===== src/rtl/pacfg_pkg.sv =====
// Package with register map, field layout and reset values for the port config block
package pacfg_pkg;

    // ****************************************************************
    // Register byte addresses
    // ****************************************************************
    localparam logic [11:0] PACFG_PULLUP_ADDR  = 12'h000;
    localparam logic [11:0] PACFG_CHANGE_ADDR  = 12'h004;
    localparam logic [11:0] PACFG_CONFIG_ADDR  = 12'h008;
    localparam logic [11:0] PACFG_STATUS_ADDR  = 12'h00C;
    localparam logic [11:0] PACFG_MASK_ADDR    = 12'h010;
    localparam logic [11:0] PACFG_PINS_ADDR    = 12'h014;

    // ****************************************************************
    // Field layout
    // ****************************************************************
    localparam int          PACFG_PIN_COUNT     = 6;
    localparam logic [7:0]  PACFG_PULLUP_IMPL   = 8'h37;
    localparam logic [7:0]  PACFG_CHANGE_IMPL   = 8'h3F;
    localparam logic [7:0]  PACFG_OSC_PINS      = 8'h30;
    localparam int          PACFG_CFG_OSC_LSB   = 0;
    localparam int          PACFG_CFG_MASTER_CLEAR_BIT  = 3;
    localparam int          PACFG_CFG_GLOBAL_INT_EN_BIT = 4;
    localparam int          PACFG_PIN_THREE             = 3;

    // ****************************************************************
    // Reset values
    // ****************************************************************
    localparam logic [7:0]  PACFG_PULLUP_RESET  = 8'h37;
    localparam logic [7:0]  PACFG_CHANGE_RESET  = 8'h00;
    localparam logic [4:0]  PACFG_CONFIG_RESET  = 5'h00;
    localparam logic [5:0]  PACFG_MASK_RESET    = 6'h00;

    // ****************************************************************
    // Oscillator mode encodings
    // ****************************************************************
    localparam logic [2:0]  PACFG_OSC_LOW_POWER  = 3'h0;
    localparam logic [2:0]  PACFG_OSC_STANDARD   = 3'h1;
    localparam logic [2:0]  PACFG_OSC_HIGH_SPEED = 3'h2;

endpackage


===== src/rtl/pacfg_change_detect.sv =====
// Pin synchroniser and per-pin change detector
`timescale 1ns/10ps
`default_nettype none
module pacfg_change_detect
    import pacfg_pkg::*;
#(
    parameter int WIDTH = 6
) (
    input  wire logic             pclk,
    input  wire logic             presetn,
    input  wire logic [WIDTH-1:0] pins_in,
    input  wire logic [WIDTH-1:0] enable,
    output logic      [WIDTH-1:0] pins_stable,
    output logic      [WIDTH-1:0] change_pulse
);

    logic [WIDTH-1:0] sync1_reg;
    logic [WIDTH-1:0] sync2_reg;
    logic [WIDTH-1:0] sync3_reg;
    logic [WIDTH-1:0] stable_reg;

    // Three-stage synchroniser, first stage read only by second
    always_ff @(posedge pclk or negedge presetn) begin
        if (!presetn) begin
            sync1_reg <= '0;
            sync2_reg <= '0;
            sync3_reg <= '0;
        end else begin
            sync1_reg <= pins_in;
            sync2_reg <= sync1_reg;
            sync3_reg <= sync2_reg;
        end
    end

    // Accept a level once stages two and three agree
    always_ff @(posedge pclk or negedge presetn) begin
        if (!presetn) begin
            stable_reg <= '0;
        end else begin
            stable_reg <= (sync2_reg & sync3_reg) | (stable_reg & (sync2_reg | sync3_reg));
        end
    end

    assign pins_stable = stable_reg;

    assign change_pulse = enable & (((sync2_reg & sync3_reg) & ~stable_reg)
                                  | ((~sync2_reg & ~sync3_reg) & stable_reg));

endmodule
`default_nettype wire


===== src/rtl/pacfg_top.sv =====
// Port pull-up and change-interrupt configuration with APB register access
//
// Function
// - Unused pull-up bits 7, 6 and 3 and change-enable bits 7 and 6 read zero and drop writes.
// - Each change-enable bit 5..0 turns change detection on its pin on or off.
// - In a crystal oscillator mode change-enable bits 5 and 4 read as one.
// - In a crystal oscillator mode pull-up bits 5 and 4 read as one whatever was written.
// - Pin three has its pull-up on when used as master clear, off when used as an input.
// - A change interrupt reaches the processor only while global interrupt enable is set.
`timescale 1ns/10ps
`default_nettype none
module pacfg_top
    import pacfg_pkg::*;
#(
    parameter int PINS = PACFG_PIN_COUNT
) (
    input  wire logic            pclk,
    input  wire logic            presetn,
    input  wire logic            psel,
    input  wire logic            penable,
    input  wire logic            pwrite,
    input  wire logic [11:0]     paddr,
    input  wire logic [31:0]     pwdata,
    output logic      [31:0]     prdata,
    output logic                 pready,
    output logic                 pslverr,
    input  wire logic [PINS-1:0] port_pins_in,
    output logic      [PINS-1:0] pullup_enable,
    output logic                 irq
);

    // ****************************************************************
    // Declarations
    // ****************************************************************
    logic [7:0]      pullup_reg;
    logic [7:0]      change_reg;
    logic [4:0]      config_reg;
    logic [PINS-1:0] status_reg;
    logic [PINS-1:0] status_next;
    logic [PINS-1:0] mask_reg;
    logic [PINS-1:0] pullup_out_reg;
    logic            irq_reg;
    logic [31:0]     prdata_reg;
    logic            pready_reg;
    logic            pslverr_reg;
    logic [PINS-1:0] pins_stable;
    logic [PINS-1:0] change_pulse;
    logic            osc_crystal;
    logic [7:0]      pullup_view;
    logic [7:0]      change_view;
    logic            wr_access;
    logic            rd_access;
    logic [PINS-1:0] pending;

    // Crystal mode decode, shared by both views
    function automatic logic is_crystal(input logic [2:0] mode);
        return (mode == PACFG_OSC_LOW_POWER) || (mode == PACFG_OSC_STANDARD)
            || (mode == PACFG_OSC_HIGH_SPEED);
    endfunction

    // Decode address match against a register offset
    function automatic logic hit(input logic [11:0] addr, input logic [11:0] offs);
        return addr == offs;
    endfunction

    assign osc_crystal = is_crystal(config_reg[PACFG_CFG_OSC_LSB +: 3]);

    // ****************************************************************
    // Register views
    // ****************************************************************
    // pull-up bits 5:4 forced in crystal modes
    assign pullup_view = (pullup_reg & PACFG_PULLUP_IMPL)
                       | (osc_crystal ? PACFG_OSC_PINS : 8'h00);
    // change bits 5:4 forced in crystal modes
    assign change_view = (change_reg & PACFG_CHANGE_IMPL)
                       | (osc_crystal ? PACFG_OSC_PINS : 8'h00);

    // Reads are captured in the first access cycle; writes land only at the
    // completing edge, so a stalled master never commits early
    assign wr_access = psel && penable && pwrite && pready_reg;
    assign rd_access = psel && penable && !pwrite && !pready_reg;

    // ****************************************************************
    // Change detection
    // ****************************************************************
    pacfg_change_detect #(
        .WIDTH        (PINS)
    ) u_detect (
        .pclk         (pclk),
        .presetn      (presetn),
        .pins_in      (port_pins_in),
        .enable       (change_reg[PINS-1:0]),
        .pins_stable  (pins_stable),
        .change_pulse (change_pulse)
    );

    // ****************************************************************
    // Software registers
    // ****************************************************************
    // unimplemented bits never stored
    always_ff @(posedge pclk or negedge presetn) begin
        if (!presetn) begin
            pullup_reg <= PACFG_PULLUP_RESET;
            change_reg <= PACFG_CHANGE_RESET;
            config_reg <= PACFG_CONFIG_RESET;
            mask_reg   <= PACFG_MASK_RESET;
        end else if (wr_access) begin
            if (hit(paddr, PACFG_PULLUP_ADDR)) begin
                pullup_reg <= pwdata[7:0] & PACFG_PULLUP_IMPL;
            end
            if (hit(paddr, PACFG_CHANGE_ADDR)) begin
                change_reg <= pwdata[7:0] & PACFG_CHANGE_IMPL;
            end
            if (hit(paddr, PACFG_CONFIG_ADDR)) begin
                config_reg <= pwdata[4:0];
            end
            if (hit(paddr, PACFG_MASK_ADDR)) begin
                mask_reg <= pwdata[PINS-1:0];
            end
        end
    end

    // Sticky change flags; a new event beats a write-one clear
    always_comb begin
        status_next = status_reg;
        if (wr_access && hit(paddr, PACFG_STATUS_ADDR)) begin
            status_next = status_next & ~pwdata[PINS-1:0];
        end
        status_next = status_next | change_pulse;
    end

    always_ff @(posedge pclk or negedge presetn) begin
        if (!presetn) begin
            status_reg <= '0;
        end else begin
            status_reg <= status_next;
        end
    end

    // ****************************************************************
    // Outputs
    // ****************************************************************
    assign pending = status_reg & mask_reg;

    always_ff @(posedge pclk or negedge presetn) begin
        if (!presetn) begin
            irq_reg <= 1'b0;
        end else begin
            irq_reg <= (|pending) && config_reg[PACFG_CFG_GLOBAL_INT_EN_BIT];
        end
    end

    // Pull-up drive; pin three follows the master clear setting
    always_ff @(posedge pclk or negedge presetn) begin
        if (!presetn) begin
            pullup_out_reg <= '0;
        end else begin
            pullup_out_reg <= pullup_view[PINS-1:0];
            // pin three pull-up from master clear setting
            pullup_out_reg[PACFG_PIN_THREE] <= config_reg[PACFG_CFG_MASTER_CLEAR_BIT];
        end
    end

    assign pullup_enable = pullup_out_reg;
    assign irq           = irq_reg;

    // ****************************************************************
    // APB response
    // ****************************************************************
    // One answer after a single wait state; unmapped reads give zero with pslverr
    always_ff @(posedge pclk or negedge presetn) begin
        if (!presetn) begin
            pready_reg  <= 1'b0;
            pslverr_reg <= 1'b0;
            prdata_reg  <= '0;
        end else begin
            pready_reg  <= psel && penable && !pready_reg;
            pslverr_reg <= 1'b0;
            prdata_reg  <= '0;
            if (psel && penable && !pready_reg) begin
                pslverr_reg <= !(hit(paddr, PACFG_PULLUP_ADDR) || hit(paddr, PACFG_CHANGE_ADDR)
                              || hit(paddr, PACFG_CONFIG_ADDR) || hit(paddr, PACFG_STATUS_ADDR)
                              || hit(paddr, PACFG_MASK_ADDR) || hit(paddr, PACFG_PINS_ADDR));
            end
            if (rd_access) begin
                case (paddr)
                    PACFG_PULLUP_ADDR: prdata_reg <= {24'h000000, pullup_view};
                    PACFG_CHANGE_ADDR: prdata_reg <= {24'h000000, change_view};
                    PACFG_CONFIG_ADDR: prdata_reg <= {27'h0000000, config_reg};
                    PACFG_STATUS_ADDR: prdata_reg <= {26'h0000000, status_reg};
                    PACFG_MASK_ADDR:   prdata_reg <= {26'h0000000, mask_reg};
                    PACFG_PINS_ADDR:   prdata_reg <= {26'h0000000, pins_stable};
                    default:           prdata_reg <= '0;
                endcase
            end
        end
    end

    assign prdata  = prdata_reg;
    assign pready  = pready_reg;
    assign pslverr = pslverr_reg;

    // ****************************************************************
    // Checks
    // ****************************************************************
    // reserved pull-up bits read zero
    pullup_reserved_a: assert property (@(posedge pclk) disable iff (!presetn)
        (pullup_view & ~PACFG_PULLUP_IMPL) == 8'h00)
        else $error("reserved pull-up bits set");

    change_gate_a: assert property (@(posedge pclk) disable iff (!presetn)
        (change_pulse & ~change_reg[PINS-1:0]) == '0)
        else $error("change flagged on disabled pin");

    change_crystal_a: assert property (@(posedge pclk) disable iff (!presetn)
        osc_crystal |-> change_view[5:4] == 2'b11)
        else $error("change bits not forced in crystal mode");

    pullup_crystal_a: assert property (@(posedge pclk) disable iff (!presetn)
        presetn && osc_crystal && $stable(osc_crystal) |=> pullup_enable[5:4] == 2'b11)
        else $error("pull-up bits not forced in crystal mode");

    // pin three pull-up follows master clear
    pin_three_pullup_a: assert property (@(posedge pclk) disable iff (!presetn)
        ##1 pullup_enable[PACFG_PIN_THREE] == $past(config_reg[PACFG_CFG_MASTER_CLEAR_BIT]))
        else $error("pin three pull-up mismatch");

    irq_global_a: assert property (@(posedge pclk) disable iff (!presetn)
        !$past(config_reg[PACFG_CFG_GLOBAL_INT_EN_BIT]) |-> !irq)
        else $error("interrupt without global enable");

    pullup_track_a: assert property (@(posedge pclk) disable iff (!presetn)
        !osc_crystal |=> pullup_enable[2:0] == $past(pullup_reg[2:0]))
        else $error("pull-up output mismatch");

    // Change event always sets its sticky flag next cycle
    status_sticky_a: assert property (@(posedge pclk) disable iff (!presetn)
        |change_pulse |=> (status_reg & $past(change_pulse)) == $past(change_pulse))
        else $error("change event lost");

    // APB answer one cycle into access
    apb_answer_a: assert property (@(posedge pclk) disable iff (!presetn)
        psel && penable && !pready |=> pready)
        else $error("apb answer late");

    // unmasked flag with global enable raises the line
    irq_raise_a: assert property (@(posedge pclk) disable iff (!presetn)
        (|pending) && config_reg[PACFG_CFG_GLOBAL_INT_EN_BIT] |=> irq)
        else $error("interrupt not raised");

    // Line drops once nothing unmasked is pending
    irq_drop_a: assert property (@(posedge pclk) disable iff (!presetn)
        !(|pending) |=> !irq)
        else $error("interrupt without pending flag");

    // pull-up read pads unused bits with zero
    pullup_read_a: assert property (@(posedge pclk) disable iff (!presetn)
        rd_access && paddr == PACFG_PULLUP_ADDR |=> prdata[31:6] == 26'h0 && !prdata[3])
        else $error("pull-up read shows unused bits");

    // change-enable read pads unused bits with zero
    change_read_a: assert property (@(posedge pclk) disable iff (!presetn)
        rd_access && paddr == PACFG_CHANGE_ADDR |=> prdata[31:6] == 26'h0)
        else $error("change-enable read shows unused bits");

    // crystal mode reads back ones in bits 5:4
    crystal_read_a: assert property (@(posedge pclk) disable iff (!presetn)
        rd_access && osc_crystal && (paddr == PACFG_PULLUP_ADDR || paddr == PACFG_CHANGE_ADDR)
        |=> prdata[5:4] == 2'b11)
        else $error("crystal read-back not forced");

    pullup_unused_a: assert property (@(posedge pclk) disable iff (!presetn)
        wr_access && paddr == PACFG_PULLUP_ADDR |=> pullup_reg[7:6] == 2'b00 && !pullup_reg[3])
        else $error("unused pull-up bit stored");

    // Refused transfers hand back zero data
    refused_zero_a: assert property (@(posedge pclk) disable iff (!presetn)
        pready && pslverr |-> prdata == 32'h0000_0000)
        else $error("refused transfer returned data");

    // Answer lasts a single cycle
    pready_pulse_a: assert property (@(posedge pclk) disable iff (!presetn)
        pready |=> !pready)
        else $error("apb answer held too long");

    // Write-one clear empties the written flags when no event competes
    status_clear_a: assert property (@(posedge pclk) disable iff (!presetn)
        wr_access && paddr == PACFG_STATUS_ADDR && !(|change_pulse)
        |=> (status_reg & $past(pwdata[PINS-1:0])) == '0)
        else $error("status flag not cleared");

    // Flags hold without events or writes
    status_hold_a: assert property (@(posedge pclk) disable iff (!presetn)
        !wr_access && !(|change_pulse) |=> status_reg == $past(status_reg))
        else $error("status flag changed unprompted");

    // Pin level read pads upper bits with zero
    pins_read_a: assert property (@(posedge pclk) disable iff (!presetn)
        rd_access && paddr == PACFG_PINS_ADDR |=> prdata[31:PINS] == '0)
        else $error("pin level read shows upper bits");

endmodule
`default_nettype wire


===== config.mk =====
export PLATFORM = sky130hd
export DESIGN_NAME = pacfg_top
export DESIGN_NICKNAME = d
export VERILOG_FILES = /design/src/rtl/pacfg_pkg.sv /design/src/rtl/pacfg_change_detect.sv /design/src/rtl/pacfg_top.sv
export SDC_FILE = /design/constraint.sdc
export NUM_CORES = 1
export LEC_CHECK = 0
export BUFFER_PORTS_ARGS = -buffer_cell sky130_fd_sc_hd__buf_2
export CORE_MARGIN = 1
export CORE_UTILIZATION = 56
export CTS_BUF_LIST = sky130_fd_sc_hd__clkbuf_4 sky130_fd_sc_hd__clkbuf_8
export DETAILED_ROUTE_END_ITERATION = 7
export PLACE_DENSITY_LB_ADDON = 0.25
export SLEW_MARGIN = 15
export SYNTH_ARGS = -nofsm -noshare
export SYNTH_HDL_FRONTEND = slang
export SYNTH_SLANG_ARGS = --single-unit

===== constraint.sdc =====
create_clock -name pclk -period 4.4 [get_ports pclk]
set_input_delay 1.1 -clock pclk [delete_from_list [all_inputs] [get_ports pclk]]
set_output_delay 1.1 -clock pclk [all_outputs]
set_load 0.02 [all_outputs]

==> results.ini <==
[outcome]
outcome=complete, no violations

[cts]
cts_setup_buffers=0
cts-root-buf=clkbuf_8
cts_tree=yes
h-tree-depth=3
numClockSinks=67
clock_path_buffers=2
cts_hold_buffers=0
clk_pin_slew_ns=0.06
cts_buffers=9
ctsResizeCount=0
worst_skew_pair.late_latency_ns=0.34

[detailed_routing]
vias=1927
vias_per_cell=5.29
drc=0
routedWlPerCell_um=15.1
drtIter0Drc=133
ant_nets=0
first_pass_iters=4
routed_wl_um=5480

[logic_synthesis]
synth_common_cells=dfrtp_1 (62), buf_4 (26), mux2_2 (26)
synth-edff-count=0
synth_mux_area_share_pct=12.9
synthArstFlopShare_pct=100
yosysSeqAreaShare_pct=56.5
yosys.area.top_type=dfrtp_1
ys.flop_type=dfrtp_1
yosysWarnings=0
yosysMostFrequentCell=dfrtp_1
synthAdderAreaFrac_pct=1.68
syn-cell-area_um2=2980
synth_top_family_by_area=simple AND/OR/NAND/NOR gates
synth-compound-area-share_pct=7.36
yosys_register_bits=67
avgSynthCellArea_um2=12.4
yosys-top-cells-area=dfrtp_1 (52%), mux2_2 (9.8%), buf_4 (6.6%)
synthCells=241
yosys.area.top_type_share_pct=52.1
yosysUniqueCellTypes=42
synth_xor_area_share_pct=0
synthSimpleGateAreaFrac_pct=13.5

[place]
place_area_um2=3170
portBuffers=43
gp_congestion=0.913
hpwl_um=3650

[power_and_ir_drop]
sw_frac_of_total_pct=23.6
power_report.internal_total_uw=946
combPwrFrac_pct=7.5
clockPowerShare_pct=40.5
p_leak_uw=0.00156
power.switching_uw=292
p_seq_share_pct=51.9
irDropWorstVdd_v=0.000205
power.density_nw_per_um2=368

[die]
std_cell_rows=26
core_um2=5110
dieHeight_um=74.9
die_w_um=74.9
ios=96
design.die.area_um2=5610
initial_core_util_pct=58.3

[cells_and_area]
design_area_um2=3360
nets=345
area.growth.synth_to_final_pct=12.9
drive_gt1_share_pct=34.0
diodes=0

[grt]
grt_usage_pct=21.9
grt_pass1_wl_um=8640
grt_overflow=0
antenna_found_initial=0
grt_pass1_vias=1769
grt_max_degree=42

[flow_run]
max_cap_violations=0

[timing]
fin_crit_ns=2.67
max_freq_ghz=0.374
slew_viol_final=0
grt_setup_unrepaired=false
tns_ns=0
final.setup_skew_ns=0.00981
tightestPinTransition_ns=0.888
relSlewSlack_pct=40.8
setup_viol=0
fin_crit_sh_pct=60.7
finalHoldViolations=0

[worst_setup_path]
reg2reg_slack_ns=2.47
r2r_end=change_reg[1]
endpoint_kind=register
crit_required_ns=4.62
crit_slowest_cell=nor2_1
crit_fanout=16
cpPeakStageDelay_ns=0.48
worstReg2RegStart=pready
reg2regPathDepth=4
worst-setup-path-type=input port to register
cp_top_family=simple AND/OR/NAND/NOR gates
cp_cell_sequence=buf_2, nor4b_2, nand4_1, nor2_1, mux2_2
arrival_ns=2.89
path_buf_inv=1
start_kind=input port

[worst_hold_path]
hold_depth=0
worst_hold_startpoint=u_detect.sync1_reg[2]
whs_endpoint=u_detect.sync2_reg[2]
hold_path.class=register to register

==> logic make-up after synthesis <==
kind of cell / after synthesis
DFF: 67
and+or+nand+nor: 64
AOI/OAI and AO/OA: 35
buffers and inverters: 35
muxes: 34
adders and majority gates: 5
other: 1
==> power groups by stage <==
stage	Clock [µW]	Sequential [µW]	Combinational (µW)
floorplan	0	653	71.5
global placement	0	653	91.5
detailed placement	0	654	93.6
CTS	510	643	94.1
global route	536	645	104
finish	502	643	93.3
==> layout by cell type (no fill, tap or decap), types with 6 or more instances in the layout <==
| cell | Yosys | layout |
|---|---|---|
| dfrtp_1 | 62 | 62 |
| buf_2 | 3 | 43 |
| mux2_2 | 26 | 26 |
| conb_1 | 1 | 26 |
| nand2_1 | 22 | 22 |
| o21ai_0 | 18 | 18 |
| nor2_1 | 10 | 10 |
| clkbuf_8 | 0 | 10 |
| mux2i_1 | 7 | 7 |
| nor3b_1 | 6 | 6 |
==> layout make-up <==
type	count	area, µm²
clock buffer	12	153
multi-input combinational	164	1150
sequential	67	1680
inverter	3	11.3
tap	70	87.6
timing repair buffer	45	230
fill	413	1750
clock inverter	3	40.0
==> stage by stage <==
step           util [%]  hold WS, ns  setup WS (ns)  total power (µW)  std cells
2_1_floorplan         -        0.331           1.84               724        266
3_3_place_gp       62.0        0.332           1.42               745        349
3_5_place_dp       62.0        0.336           1.37               748        349
4_1_cts            65.8        0.350           1.72              1250        364
5_1_grt            65.8        0.352           1.69              1290        364
6_report           65.8        0.348           1.73              1240        364
==> worst max-delay path by stage <==
| stage | startpoint | end | slack (ns) | cells past startpoint |
|---|---|---|---|---|
| 2_1_floorplan | paddr[9] | change_reg[0] | 1.84 | 4 |
| 3_3_place_gp | paddr[9] | change_reg[1] | 1.42 | 5 |
| 3_5_place_dp | paddr[9] | change_reg[1] | 1.37 | 5 |
| 4_1_cts | paddr[9] | change_reg[1] | 1.72 | 5 |
| 5_1_grt | paddr[3] | config_reg[0] | 1.69 | 5 |
| 6_report | paddr[3] | config_reg[1] | 1.73 | 5 |
==> per-layer routing <==
layer | GRT usage, % | wire length (µm)
met5 | 0 | 0
met4 | 13.0 | 171
met3 | 4.42 | 355
met2 | 33.2 | 2550
met1 | 29.3 | 2400
(Power assumes the default switching activity.)
